File: src/rtl/spb_defs.svh
// register offsets, field positions, reset values and timing figures of the serial port block
`ifndef SPB_DEFS_SVH
`define SPB_DEFS_SVH
// ****************************************************************
// register byte offsets
// ****************************************************************
`define SPB_OFF_RX_STATUS 12'h000
`define SPB_OFF_RX_DATA 12'h004
`define SPB_OFF_TX_CONTROL 12'h008
`define SPB_OFF_BAUD_CONTROL 12'h00c
`define SPB_OFF_DIV_LOW 12'h010
`define SPB_OFF_DIV_HIGH 12'h014
// ****************************************************************
// receive status fields
// ****************************************************************
`define SPB_RS_NINE_BIT 6
`define SPB_RS_CONTINUOUS_RECEIVE_ENABLE 4
`define SPB_RS_ADDRESS_DETECT_ENABLE 3
`define SPB_RS_FRAMING_ERROR_FLAG 2
`define SPB_RS_OVERRUN_ERROR_FLAG 1
`define SPB_RS_NINTH 0
// ****************************************************************
// transmit control fields used by the baud logic
// ****************************************************************
`define SPB_TC_MASTER 7
`define SPB_TC_SYNC 4
`define SPB_TC_HIGH_SPEED 2
// ****************************************************************
// baud control fields
// ****************************************************************
`define SPB_BC_ROLLOVER 7
`define SPB_BC_IDLE 6
`define SPB_BC_RX_INV 5
`define SPB_BC_TX_INV 4
`define SPB_BC_WIDE 3
`define SPB_BC_WAKE 1
`define SPB_BC_AUTOBAUD 0
// ****************************************************************
// reset values and divide factors
// ****************************************************************
`define SPB_RST_BYTE 8'h00
`define SPB_RST_DIV 8'h00
`define SPB_DIV_SLOW 7'h40
`define SPB_DIV_FAST 7'h10
`define SPB_DIV_SYNC 7'h04
`define SPB_ABD_FALLS 3'h4
`endif

File: src/rtl/spb_pkg.sv
// types of the serial port baud and receive status block
package spb_pkg;
  // receiver sequence
  typedef enum logic [1:0] {
    SPB_IDLE,
    SPB_START,
    SPB_DATA,
    SPB_STOP
  } spb_rx_e;

  // whole state of the block
  typedef struct packed {
    spb_rx_e st;
    logic [6:0] phase;
    logic [2:0] samp;
    logic [3:0] bitn;
    logic [8:0] shreg;
    logic rx_prev;
    logic [7:0] buf_data;
    logic buf_ninth;
    logic buf_full;
    logic framing_error_flag;
    logic overrun_error_flag;
    logic nine_sel;
    logic continuous_receive_enable;
    logic address_detect_enable;
    logic sync_mode;
    logic high_speed;
    logic master;
    logic autobaud_rollover_flag;
    logic rx_inv;
    logic tx_inv;
    logic wide;
    logic wakeup_on_break_enable;
    logic autobaud_enable;
    logic [7:0] div_lo;
    logic [7:0] div_hi;
    logic [15:0] brg_cnt;
    logic ab_act;
    logic [2:0] ab_falls;
    logic [25:0] ab_cnt;
    logic [6:0] sclk_ph;
    logic wake_pulse;
    logic txd;
    logic [31:0] prdata;
    logic pslverr;
  } spb_state_s;
endpackage : spb_pkg

File: src/rtl/spb_serial_port.sv
// serial port receive status, baud control and baud rate generator with apb registers
`timescale 1ns/100ps
`default_nettype none
`include "spb_defs.svh"

module spb_serial_port (
  input wire logic pclk,
  input wire logic presetn,
  input wire logic psel,
  input wire logic penable,
  input wire logic pwrite,
  input wire logic [11:0] paddr,
  input wire logic [31:0] pwdata,
  input wire logic [3:0] pstrb,
  output logic [31:0] prdata,
  output logic pready,
  output logic pslverr,
  input wire logic rx_pin,
  input wire logic tx_line,
  output logic tx_pin,
  input wire logic sclk_in,
  output logic sclk_seen,
  output logic sclk_out,
  output logic sclk_oe_n,
  output logic rx_data_ready,
  output logic wake_event
);
  // ****************************************************************
  // helpers
  // ****************************************************************
  // generator ticks per bit for the current mode
  function automatic logic [6:0] bit_ticks(input logic sync, input logic hs, input logic wide);
    logic [6:0] k;
    k = `SPB_DIV_FAST;
    if (sync) begin
      k = `SPB_DIV_SYNC;
    end else if (!hs && !wide) begin
      k = `SPB_DIV_SLOW;
    end else if (hs && wide) begin
      k = `SPB_DIV_SYNC;
    end else begin
      k = `SPB_DIV_FAST;
    end
    return k;
  endfunction : bit_ticks

  // log2 of generator ticks per eight bits, for autobaud scaling
  function automatic logic [4:0] eight_bit_shift(input logic [6:0] k);
    logic [4:0] s;
    s = 5'h05;
    if (k == `SPB_DIV_SLOW) begin
      s = 5'h09;
    end else if (k == `SPB_DIV_FAST) begin
      s = 5'h07;
    end
    return s;
  endfunction : eight_bit_shift

  // two of three vote
  function automatic logic majority(input logic [2:0] v);
    return (v[0] & v[1]) | (v[0] & v[2]) | (v[1] & v[2]);
  endfunction : majority

  spb_pkg::spb_state_s s_reg;
  spb_pkg::spb_state_s s_next;

  logic wr_en;
  logic rd_en;
  logic setup;
  logic [15:0] divisor;
  logic [6:0] k_ticks;
  logic [6:0] k_half;
  logic brg_tick;
  logic div_write;
  logic rxd;
  logic fall;
  logic rise;
  logic bit_end;
  logic vote;
  logic [25:0] ab_scaled;
  logic [7:0] rs_word;
  logic [7:0] bc_word;
  logic [7:0] tc_word;

  // ****************************************************************
  // bus strobes and derived levels
  // ****************************************************************
  // zero wait state; read data is captured in the setup cycle
  assign pready = 1'b1;
  assign setup = psel & ~penable;
  assign wr_en = psel & penable & pwrite & pstrb[0];
  assign rd_en = psel & penable & ~pwrite;
  assign div_write = wr_en & ((paddr == `SPB_OFF_DIV_LOW) | (paddr == `SPB_OFF_DIV_HIGH));
  assign divisor = s_reg.wide ? {s_reg.div_hi, s_reg.div_lo} : {8'h00, s_reg.div_lo};
  assign k_ticks = bit_ticks(s_reg.sync_mode, s_reg.high_speed, s_reg.wide);
  assign k_half = {1'b0, k_ticks[6:1]};
  assign brg_tick = (s_reg.brg_cnt == 16'h0000) & ~div_write;
  assign rxd = rx_pin ^ (s_reg.rx_inv & ~s_reg.sync_mode);
  assign fall = s_reg.rx_prev & ~rxd;
  assign rise = ~s_reg.rx_prev & rxd;
  assign bit_end = brg_tick & (s_reg.phase == k_ticks - 7'h01);
  assign vote = majority(s_reg.samp);
  // count taken inclusive of the closing edge, so an exact rate yields its exact divisor
  assign ab_scaled = (s_reg.ab_cnt + 26'h0000001) >> eight_bit_shift(k_ticks);
  assign rs_word = {1'b0, s_reg.nine_sel, 1'b0, s_reg.continuous_receive_enable, s_reg.address_detect_enable,
                    s_reg.framing_error_flag, s_reg.overrun_error_flag, s_reg.buf_ninth};
  assign bc_word = {s_reg.autobaud_rollover_flag, (s_reg.st == spb_pkg::SPB_IDLE), s_reg.rx_inv, s_reg.tx_inv,
                    s_reg.wide, 1'b0, s_reg.wakeup_on_break_enable, s_reg.autobaud_enable};
  assign tc_word = {s_reg.master, 2'b00, s_reg.sync_mode, 1'b0, s_reg.high_speed, 2'b00};

  // ****************************************************************
  // next state
  // ****************************************************************
  always_comb begin
    s_next = s_reg;
    s_next.wake_pulse = 1'b0;
    s_next.rx_prev = rxd;
    s_next.txd = tx_line ^ (s_reg.tx_inv & ~s_reg.sync_mode);

    // read data captured in setup so the answer comes from flops
    if (setup) begin
      s_next.pslverr = 1'b0;
      s_next.prdata = 32'h0000_0000;
      if (paddr == `SPB_OFF_RX_STATUS) begin
        s_next.prdata = {24'h000000, rs_word};
      end else if (paddr == `SPB_OFF_RX_DATA) begin
        s_next.prdata = {24'h000000, s_reg.buf_data};
      end else if (paddr == `SPB_OFF_TX_CONTROL) begin
        s_next.prdata = {24'h000000, tc_word};
      end else if (paddr == `SPB_OFF_BAUD_CONTROL) begin
        s_next.prdata = {24'h000000, bc_word};
      end else if (paddr == `SPB_OFF_DIV_LOW) begin
        s_next.prdata = {24'h000000, s_reg.div_lo};
      end else if (paddr == `SPB_OFF_DIV_HIGH) begin
        s_next.prdata = {24'h000000, s_reg.div_hi};
      end else begin
        s_next.pslverr = 1'b1;
      end
    end

    // a read of the data register empties the buffer
    if (rd_en && (paddr == `SPB_OFF_RX_DATA)) begin
      s_next.buf_full = 1'b0;
    end

    // software writes; flag sets by hardware below win over these
    if (wr_en) begin
      if (paddr == `SPB_OFF_RX_STATUS) begin
        s_next.nine_sel = pwdata[`SPB_RS_NINE_BIT];
        s_next.continuous_receive_enable = pwdata[`SPB_RS_CONTINUOUS_RECEIVE_ENABLE];
        s_next.address_detect_enable = pwdata[`SPB_RS_ADDRESS_DETECT_ENABLE];
        if (!pwdata[`SPB_RS_CONTINUOUS_RECEIVE_ENABLE]) begin
          s_next.overrun_error_flag = 1'b0;
          s_next.st = spb_pkg::SPB_IDLE;
        end
      end else if (paddr == `SPB_OFF_TX_CONTROL) begin
        s_next.master = pwdata[`SPB_TC_MASTER];
        s_next.sync_mode = pwdata[`SPB_TC_SYNC];
        s_next.high_speed = pwdata[`SPB_TC_HIGH_SPEED];
      end else if (paddr == `SPB_OFF_BAUD_CONTROL) begin
        s_next.autobaud_rollover_flag = pwdata[`SPB_BC_ROLLOVER];
        s_next.rx_inv = pwdata[`SPB_BC_RX_INV];
        s_next.tx_inv = pwdata[`SPB_BC_TX_INV];
        s_next.wide = pwdata[`SPB_BC_WIDE];
        s_next.wakeup_on_break_enable = pwdata[`SPB_BC_WAKE];
        s_next.autobaud_enable = pwdata[`SPB_BC_AUTOBAUD];
        s_next.ab_act = 1'b0;
      end else if (paddr == `SPB_OFF_DIV_LOW) begin
        s_next.div_lo = pwdata[7:0];
      end else if (paddr == `SPB_OFF_DIV_HIGH) begin
        s_next.div_hi = pwdata[7:0];
      end
    end

    // free-running generator, restarted by a divisor write
    if (div_write) begin
      s_next.brg_cnt = 16'h0000;
    end else if (brg_tick) begin
      s_next.brg_cnt = divisor;
    end else begin
      s_next.brg_cnt = s_reg.brg_cnt - 16'h0001;
    end

    // sync master clock: high in the second half of each bit
    if (brg_tick) begin
      s_next.sclk_ph = (s_reg.sclk_ph >= k_ticks - 7'h01) ? 7'h00 : s_reg.sclk_ph + 7'h01;
    end

    // wake on break: falling edge pulses the event for one cycle, rising edge ends the wake mode
    if (s_reg.wakeup_on_break_enable && !s_reg.sync_mode) begin
      if (fall) begin
        s_next.wake_pulse = 1'b1;
      end else if (rise) begin
        s_next.wakeup_on_break_enable = 1'b0;
      end
    end

    // autobaud: cycles from first to fifth falling edge span eight bits
    if (s_reg.autobaud_enable && !s_reg.sync_mode && !s_reg.wakeup_on_break_enable) begin
      if (!s_reg.ab_act) begin
        if (fall) begin
          s_next.ab_act = 1'b1;
          s_next.ab_falls = 3'h0;
          s_next.ab_cnt = 26'h0000000;
        end
      end else begin
        s_next.ab_cnt = s_reg.ab_cnt + 26'h0000001;
        if (ab_scaled[25:16] != 10'h000) begin
          // divisor would not fit: flag it and give up on this character
          s_next.autobaud_rollover_flag = 1'b1;
          s_next.autobaud_enable = 1'b0;
          s_next.ab_act = 1'b0;
        end else if (fall) begin
          s_next.ab_falls = s_reg.ab_falls + 3'h1;
          if (s_reg.ab_falls == `SPB_ABD_FALLS - 3'h1) begin
            s_next.div_lo = ab_scaled[7:0] - 8'h01;
            s_next.div_hi = ab_scaled[15:8] - {7'h00, (ab_scaled[7:0] == 8'h00)};
            s_next.autobaud_enable = 1'b0;
            s_next.ab_act = 1'b0;
            s_next.brg_cnt = 16'h0000;
          end
        end
      end
    end

    // asynchronous receiver, timed by generator ticks
    case (s_reg.st)
      spb_pkg::SPB_IDLE: begin
        if (s_reg.continuous_receive_enable && !s_reg.sync_mode && !s_reg.autobaud_enable && !s_reg.wakeup_on_break_enable && fall) begin
          s_next.st = spb_pkg::SPB_START;
          s_next.phase = 7'h00;
          s_next.bitn = 4'h0;
        end
      end
      default: begin
        if (brg_tick) begin
          s_next.phase = bit_end ? 7'h00 : s_reg.phase + 7'h01;
          // three samples straddling mid bit
          if (s_reg.phase == k_half - 7'h01) begin
            s_next.samp[0] = rxd;
          end
          if (s_reg.phase == k_half) begin
            s_next.samp[1] = rxd;
          end
          if (s_reg.phase == k_half + 7'h01) begin
            s_next.samp[2] = rxd;
          end
        end
        if (bit_end) begin
          case (s_reg.st)
            spb_pkg::SPB_START: begin
              // a high start vote is a glitch, not a frame
              s_next.st = vote ? spb_pkg::SPB_IDLE : spb_pkg::SPB_DATA;
            end
            spb_pkg::SPB_DATA: begin
              s_next.shreg = s_reg.nine_sel ? {vote, s_reg.shreg[8:1]}
                                            : {1'b0, vote, s_reg.shreg[8:2]};
              s_next.bitn = s_reg.bitn + 4'h1;
              if (s_reg.bitn == (s_reg.nine_sel ? 4'h8 : 4'h7)) begin
                s_next.st = spb_pkg::SPB_STOP;
              end
            end
            default: begin
              s_next.st = spb_pkg::SPB_IDLE;
              if (s_reg.address_detect_enable && s_reg.nine_sel && !s_reg.shreg[8]) begin
                // data frame while waiting for an address: dropped
                s_next.st = spb_pkg::SPB_IDLE;
              end else if (s_reg.buf_full && !(rd_en && (paddr == `SPB_OFF_RX_DATA))) begin
                s_next.overrun_error_flag = 1'b1;
              end else begin
                s_next.buf_data = s_reg.shreg[7:0];
                s_next.buf_ninth = s_reg.shreg[8];
                s_next.framing_error_flag = ~vote;
                s_next.buf_full = 1'b1;
              end
            end
          endcase
        end
      end
    endcase
  end

  // ****************************************************************
  // state register
  // ****************************************************************
  always_ff @(posedge pclk or negedge presetn) begin
    if (!presetn) begin
      s_reg <= '0;
      s_reg.st <= spb_pkg::SPB_IDLE;
      s_reg.rx_prev <= 1'b1;
      s_reg.txd <= 1'b1;
      s_reg.div_lo <= `SPB_RST_DIV;
      s_reg.div_hi <= `SPB_RST_DIV;
    end else begin
      s_reg <= s_next;
    end
  end

  // ****************************************************************
  // outputs
  // ****************************************************************
  assign prdata = s_reg.prdata;
  assign pslverr = s_reg.pslverr & psel & penable;
  assign tx_pin = s_reg.txd;
  assign rx_data_ready = s_reg.buf_full;
  assign wake_event = s_reg.wake_pulse;
  // clock polarity in sync modes; only a master drives the clock pin
  assign sclk_seen = sclk_in ^ s_reg.rx_inv;
  assign sclk_out = (s_reg.sclk_ph >= k_half) ^ s_reg.tx_inv;
  assign sclk_oe_n = ~(s_reg.sync_mode & s_reg.master);
endmodule : spb_serial_port
`default_nettype wire

File: config.mk
export PLATFORM = sky130hd
export DESIGN_NAME = spb_serial_port
export DESIGN_NICKNAME = d
export VERILOG_FILES = /design/src/rtl/spb_pkg.sv /design/src/rtl/spb_serial_port.sv
export VERILOG_INCLUDE_DIRS = /design/src /design/src/rtl
export SDC_FILE = /design/constraint.sdc
export NUM_CORES = 1
export LEC_CHECK = 0
export BUFFER_PORTS_ARGS = -buffer_cell sky130_fd_sc_hd__buf_2
export CELL_PAD_IN_SITES_DETAIL_PLACEMENT = 1
export CELL_PAD_IN_SITES_GLOBAL_PLACEMENT = 1
export CORE_AREA = 5 5 192 120
export DETAILED_ROUTE_END_ITERATION = 8
export DIE_AREA = 0 0 197 125
export HOLD_SLACK_MARGIN = 0.12
export PLACE_DENSITY = 0.79
export SLEW_MARGIN = 20
export SYNTH_ARGS = -nofsm -noshare
export SYNTH_HDL_FRONTEND = slang
export SYNTH_SLANG_ARGS = --single-unit
File: constraint.sdc
create_clock -name pclk -period 3.3 [get_ports pclk]
set_input_delay 0.66 -clock pclk [delete_from_list [all_inputs] [get_ports pclk]]
set_output_delay 0.66 -clock pclk [all_outputs]
set_load 0.005 [all_outputs]
==> reports/results.txt <==
Total Wirelength: 29.0 mm
Post-synth EDFFs: 0
Area contributors post-synth: dfrtp_1 38%, o21ai_0 4.9%, nand2_1 4.2%
Slew @ Worst Pin: 797 ps
H-tree depth: 4
ys async rst share: 100%
share of layout cells above drive strength 1: 21.5%
Tightest Hold Check Type: input port to asynchronous set/reset pin
ant diodes: 0
sequential area share after synthesis: 38.5%
Die ar.: 24600 sq um
antenna violations before repair: 0
routed vias: 7815
Max rail drop VDD: 0.000368 V
Clock Latency Late Sink: 440 ps
Starting Density: 39.7%
CP most frequent cell: ha_4
CP Data Required Time: 3620 ps
Tcrit/Tclk final: 101%
Hold Fails Final Rpt: 0
hpwl dp: 20.8 mm
Worst Skew: 13.1 ps
largest family of logic cells by synthesized area: simple AND/OR/NAND/NOR gates
post-synthesis adder-cell area fraction: 3.52%
met2 wire len: 12.6 mm
WP buf/inv: 3
RSZ-0062 raised after global routing: true
Storage cell area: 3260 sq um
DRT iter0 DRCs: 656
Primary FF master, synth: dfrtp_1
leading area contributor after synthesis: dfrtp_1
Max Cap Viol: 0
CTS Buf Count: 17
first-pass GRT wire length: 46.0 mm
Synth top area share: 37.8%
Synth Area per Inst: 8.97 sq um
PnR worst setup slack: -36.7 ps
worst r2r path cells: 16
max_slew headroom: 46.8%
Reg2Reg Setup Slack: -40 ps
DRC Markers: 0
family with the most delay on the worst path: simple AND/OR/NAND/NOR gates
utilization after layout: 47.3%
DIE HEIGHT: 125 microns
global route overflow: 0
CTS tree: built
crit path kind: flip-flop to flip-flop
post-synthesis mux area share: 5.66%
Synth Register Bits: 130
Post-Synth Simple-Gate Area: 21.6%
crit-path max FO: 7
DR vias/cell: 5.92
FMAX: 300 MHz
wire length on met1: 13.7 mm
largest net degree at the start of global routing: 49
WP data arrival: 3650 ps
Critical-path top delay cell: or4b_4
DR pass1 iterations: 5
total power: 3.94 mW
core area: 21300 sq um
Die W: 197 microns
vias in the first global route: 8002
CP Launch Type: flip-flop
complex-gate fraction of the synthesized area: 18.7%
clock buffer depth: 2
Setup crit end kind: flip-flop
Worst-path clk slew: 70 ps
routed wl met3: 2.29 mm
Gate Count Post-Synth: 944
worst-path cell chain: inv_1, ha_4, or4b_4, nand2_4, buf_4, nor3_1, a221oi_2, nor4_4, and4_1, ha_4, ha_4, o221ai_2, buf_4, nor2_4, xnor2_2, mux2i_1
Port Buffers: 43
final slew viol count: 0
area share of xor/xnor cells in the synthesized design: 5.07%
status: finished, violations left
hold slack: 148 ps
number of core rows: 42
root buf cell: clkbuf_16
Tmin final: 3340 ps
Synth cell types: 81
RD Place Congestion: 0.871
clock sinks: 130
Syn-to-layout area delta: 19.3%
max reg flops: 107
Multi-input gate area: 4930 sq um
Setup-failing EPs final: 2
Avg WL per Cell: 22.0 microns
total track usage: 23.5%
Top Metal Used: met5
Netlist Area Pre-Place: 8460 sq um
Largest stage delay, worst path: 550 ps
num ports: 96
Layout fillers: 2448
fin nets: 1099
PwrDens: 390 nW/um^2
Antenna Violating Nets Remaining: 0
Design Area, Final: 10100 sq um
failing checks: setup timing
reg2reg start: s_reg[111]
Placed Area: 9300 sq um
Ys Warns: 0
reg2reg end: s_reg[92]
Leakage Power: 4.49 nW
## cell type report
class / instances / area share, %
multi-input combinational: 726 / 48.8
tap: 286 / 3.54
clock buffer: 18 / 4.35
timing repair buffer: 121 / 8.40
sequential: 130 / 32.3
inverter: 24 / 0.892
clock inverter: 14 / 1.73
## synthesized netlist by cell type (all sizes together) (3+ instances only)
library cell  count
dfrtp           128
nand2            94
o21ai            84
nor2             61
buf              51
a21oi            41
nor3             37
clkbuf           36
nand3            35
xnor2            34
ha               23
inv              23
mux2             23
mux2i            22
a211oi           21
o31ai            17
a221oi           16
and3             16
nor4             15
xor2             15
nand2b           13
nor2b            13
nand4            12
a31oi            11
and2             10
a21o              9
and4              9
o22ai             7
o221ai            6
or4               6
o21a              5
nor3b             4
o211ai            4
a22o              3
nand4b            3
nor4b             3
or2               3
## where the power goes
part           internal (mW)  switching [mW]
logic                 0.0882           0.139
clock network           1.22           0.813
registers               1.64          0.0429
total                   2.95           0.995
## cell families (layout without fill, tap and decap cells)
kind of cell,Yosys count,count (layout)
buffers and inverters,111,177
and+or+nand+nor,341,341
xor gates and xnor gates,49,49
adders and majority gates,24,24
muxes,45,45
DFF,130,130
AOI/OAI and AO/OA,242,242
other,2,25
## layout by cell type (no fill, tap or decap), types with 4 or more instances in the layout
cell	synthesis	layout
a211oi_1	19	19
a21o_1	9	9
a21oi_1	40	40
a221oi_1	14	12
a31oi_1	11	11
and2_1	8	8
and3_1	16	16
and4_1	9	9
buf_2	13	42
buf_4	36	74
clkbuf_16	0	17
conb_1	2	25
dfrtp_1	128	126
ha_1	23	19
ha_4	0	4
inv_1	23	22
mux2_1	10	10
mux2_2	13	13
mux2i_1	22	22
nand2_1	94	92
nand2b_1	12	12
nand3_1	35	34
nand4_1	10	10
nor2_1	61	59
nor2b_1	13	12
nor3_1	32	30
nor3_2	4	5
nor4_1	11	9
nor4_4	1	4
o211ai_1	4	4
o21a_1	5	5
o21ai_0	83	83
o221ai_1	6	4
o22ai_1	7	7
o31ai_1	17	17
or4_1	4	4
xnor2_1	34	33
xor2_1	15	14
## per-stage QoR
stage | worst slack [ps] | setup TNS [ps] | cells
after global placement | -41.4 | -52.6 | 1278
after global routing | -173 | -608 | 1319
after CTS | 17.2 | 0 | 1313
after detailed placement | -158 | -388 | 1278
final | -36.7 | -59.2 | 1319
after floorplan | -1.75 | -1.75 | 967
## metal layers
layer | GRT usage (%) | vias to the layer above
met4 | 5.42 | 2
met1 | 35.6 | 3966
met2 | 33.3 | 285
met5 | 1.56 | -
met3 | 6.16 | 32
li1 | - | 3530
## repair_timing
item / 4_1_cts / 5_1_grt
hold buffers: 0 / 0
buffers inserted: 3 / 6
pin swaps: 3 / 7
resized for setup: 9 / 16
endpoints found under the setup margin: 9 / 16
## how the worst max path moves through the flow
stage | cells after the start | end | slack, ps | start
after global placement | 15 | s_reg[94] | -40 | s_reg[111]
after floorplan | 14 | s_reg[94] | -2 | s_reg[43]
after global routing | 15 | s_reg[92] | -170 | s_reg[111]
final | 16 | s_reg[92] | -40 | s_reg[111]
after detailed placement | 15 | s_reg[94] | -160 | s_reg[111]
after CTS | 11 | sclk_out | 20 | bc_word[3]
(Power assumes the default switching activity.)
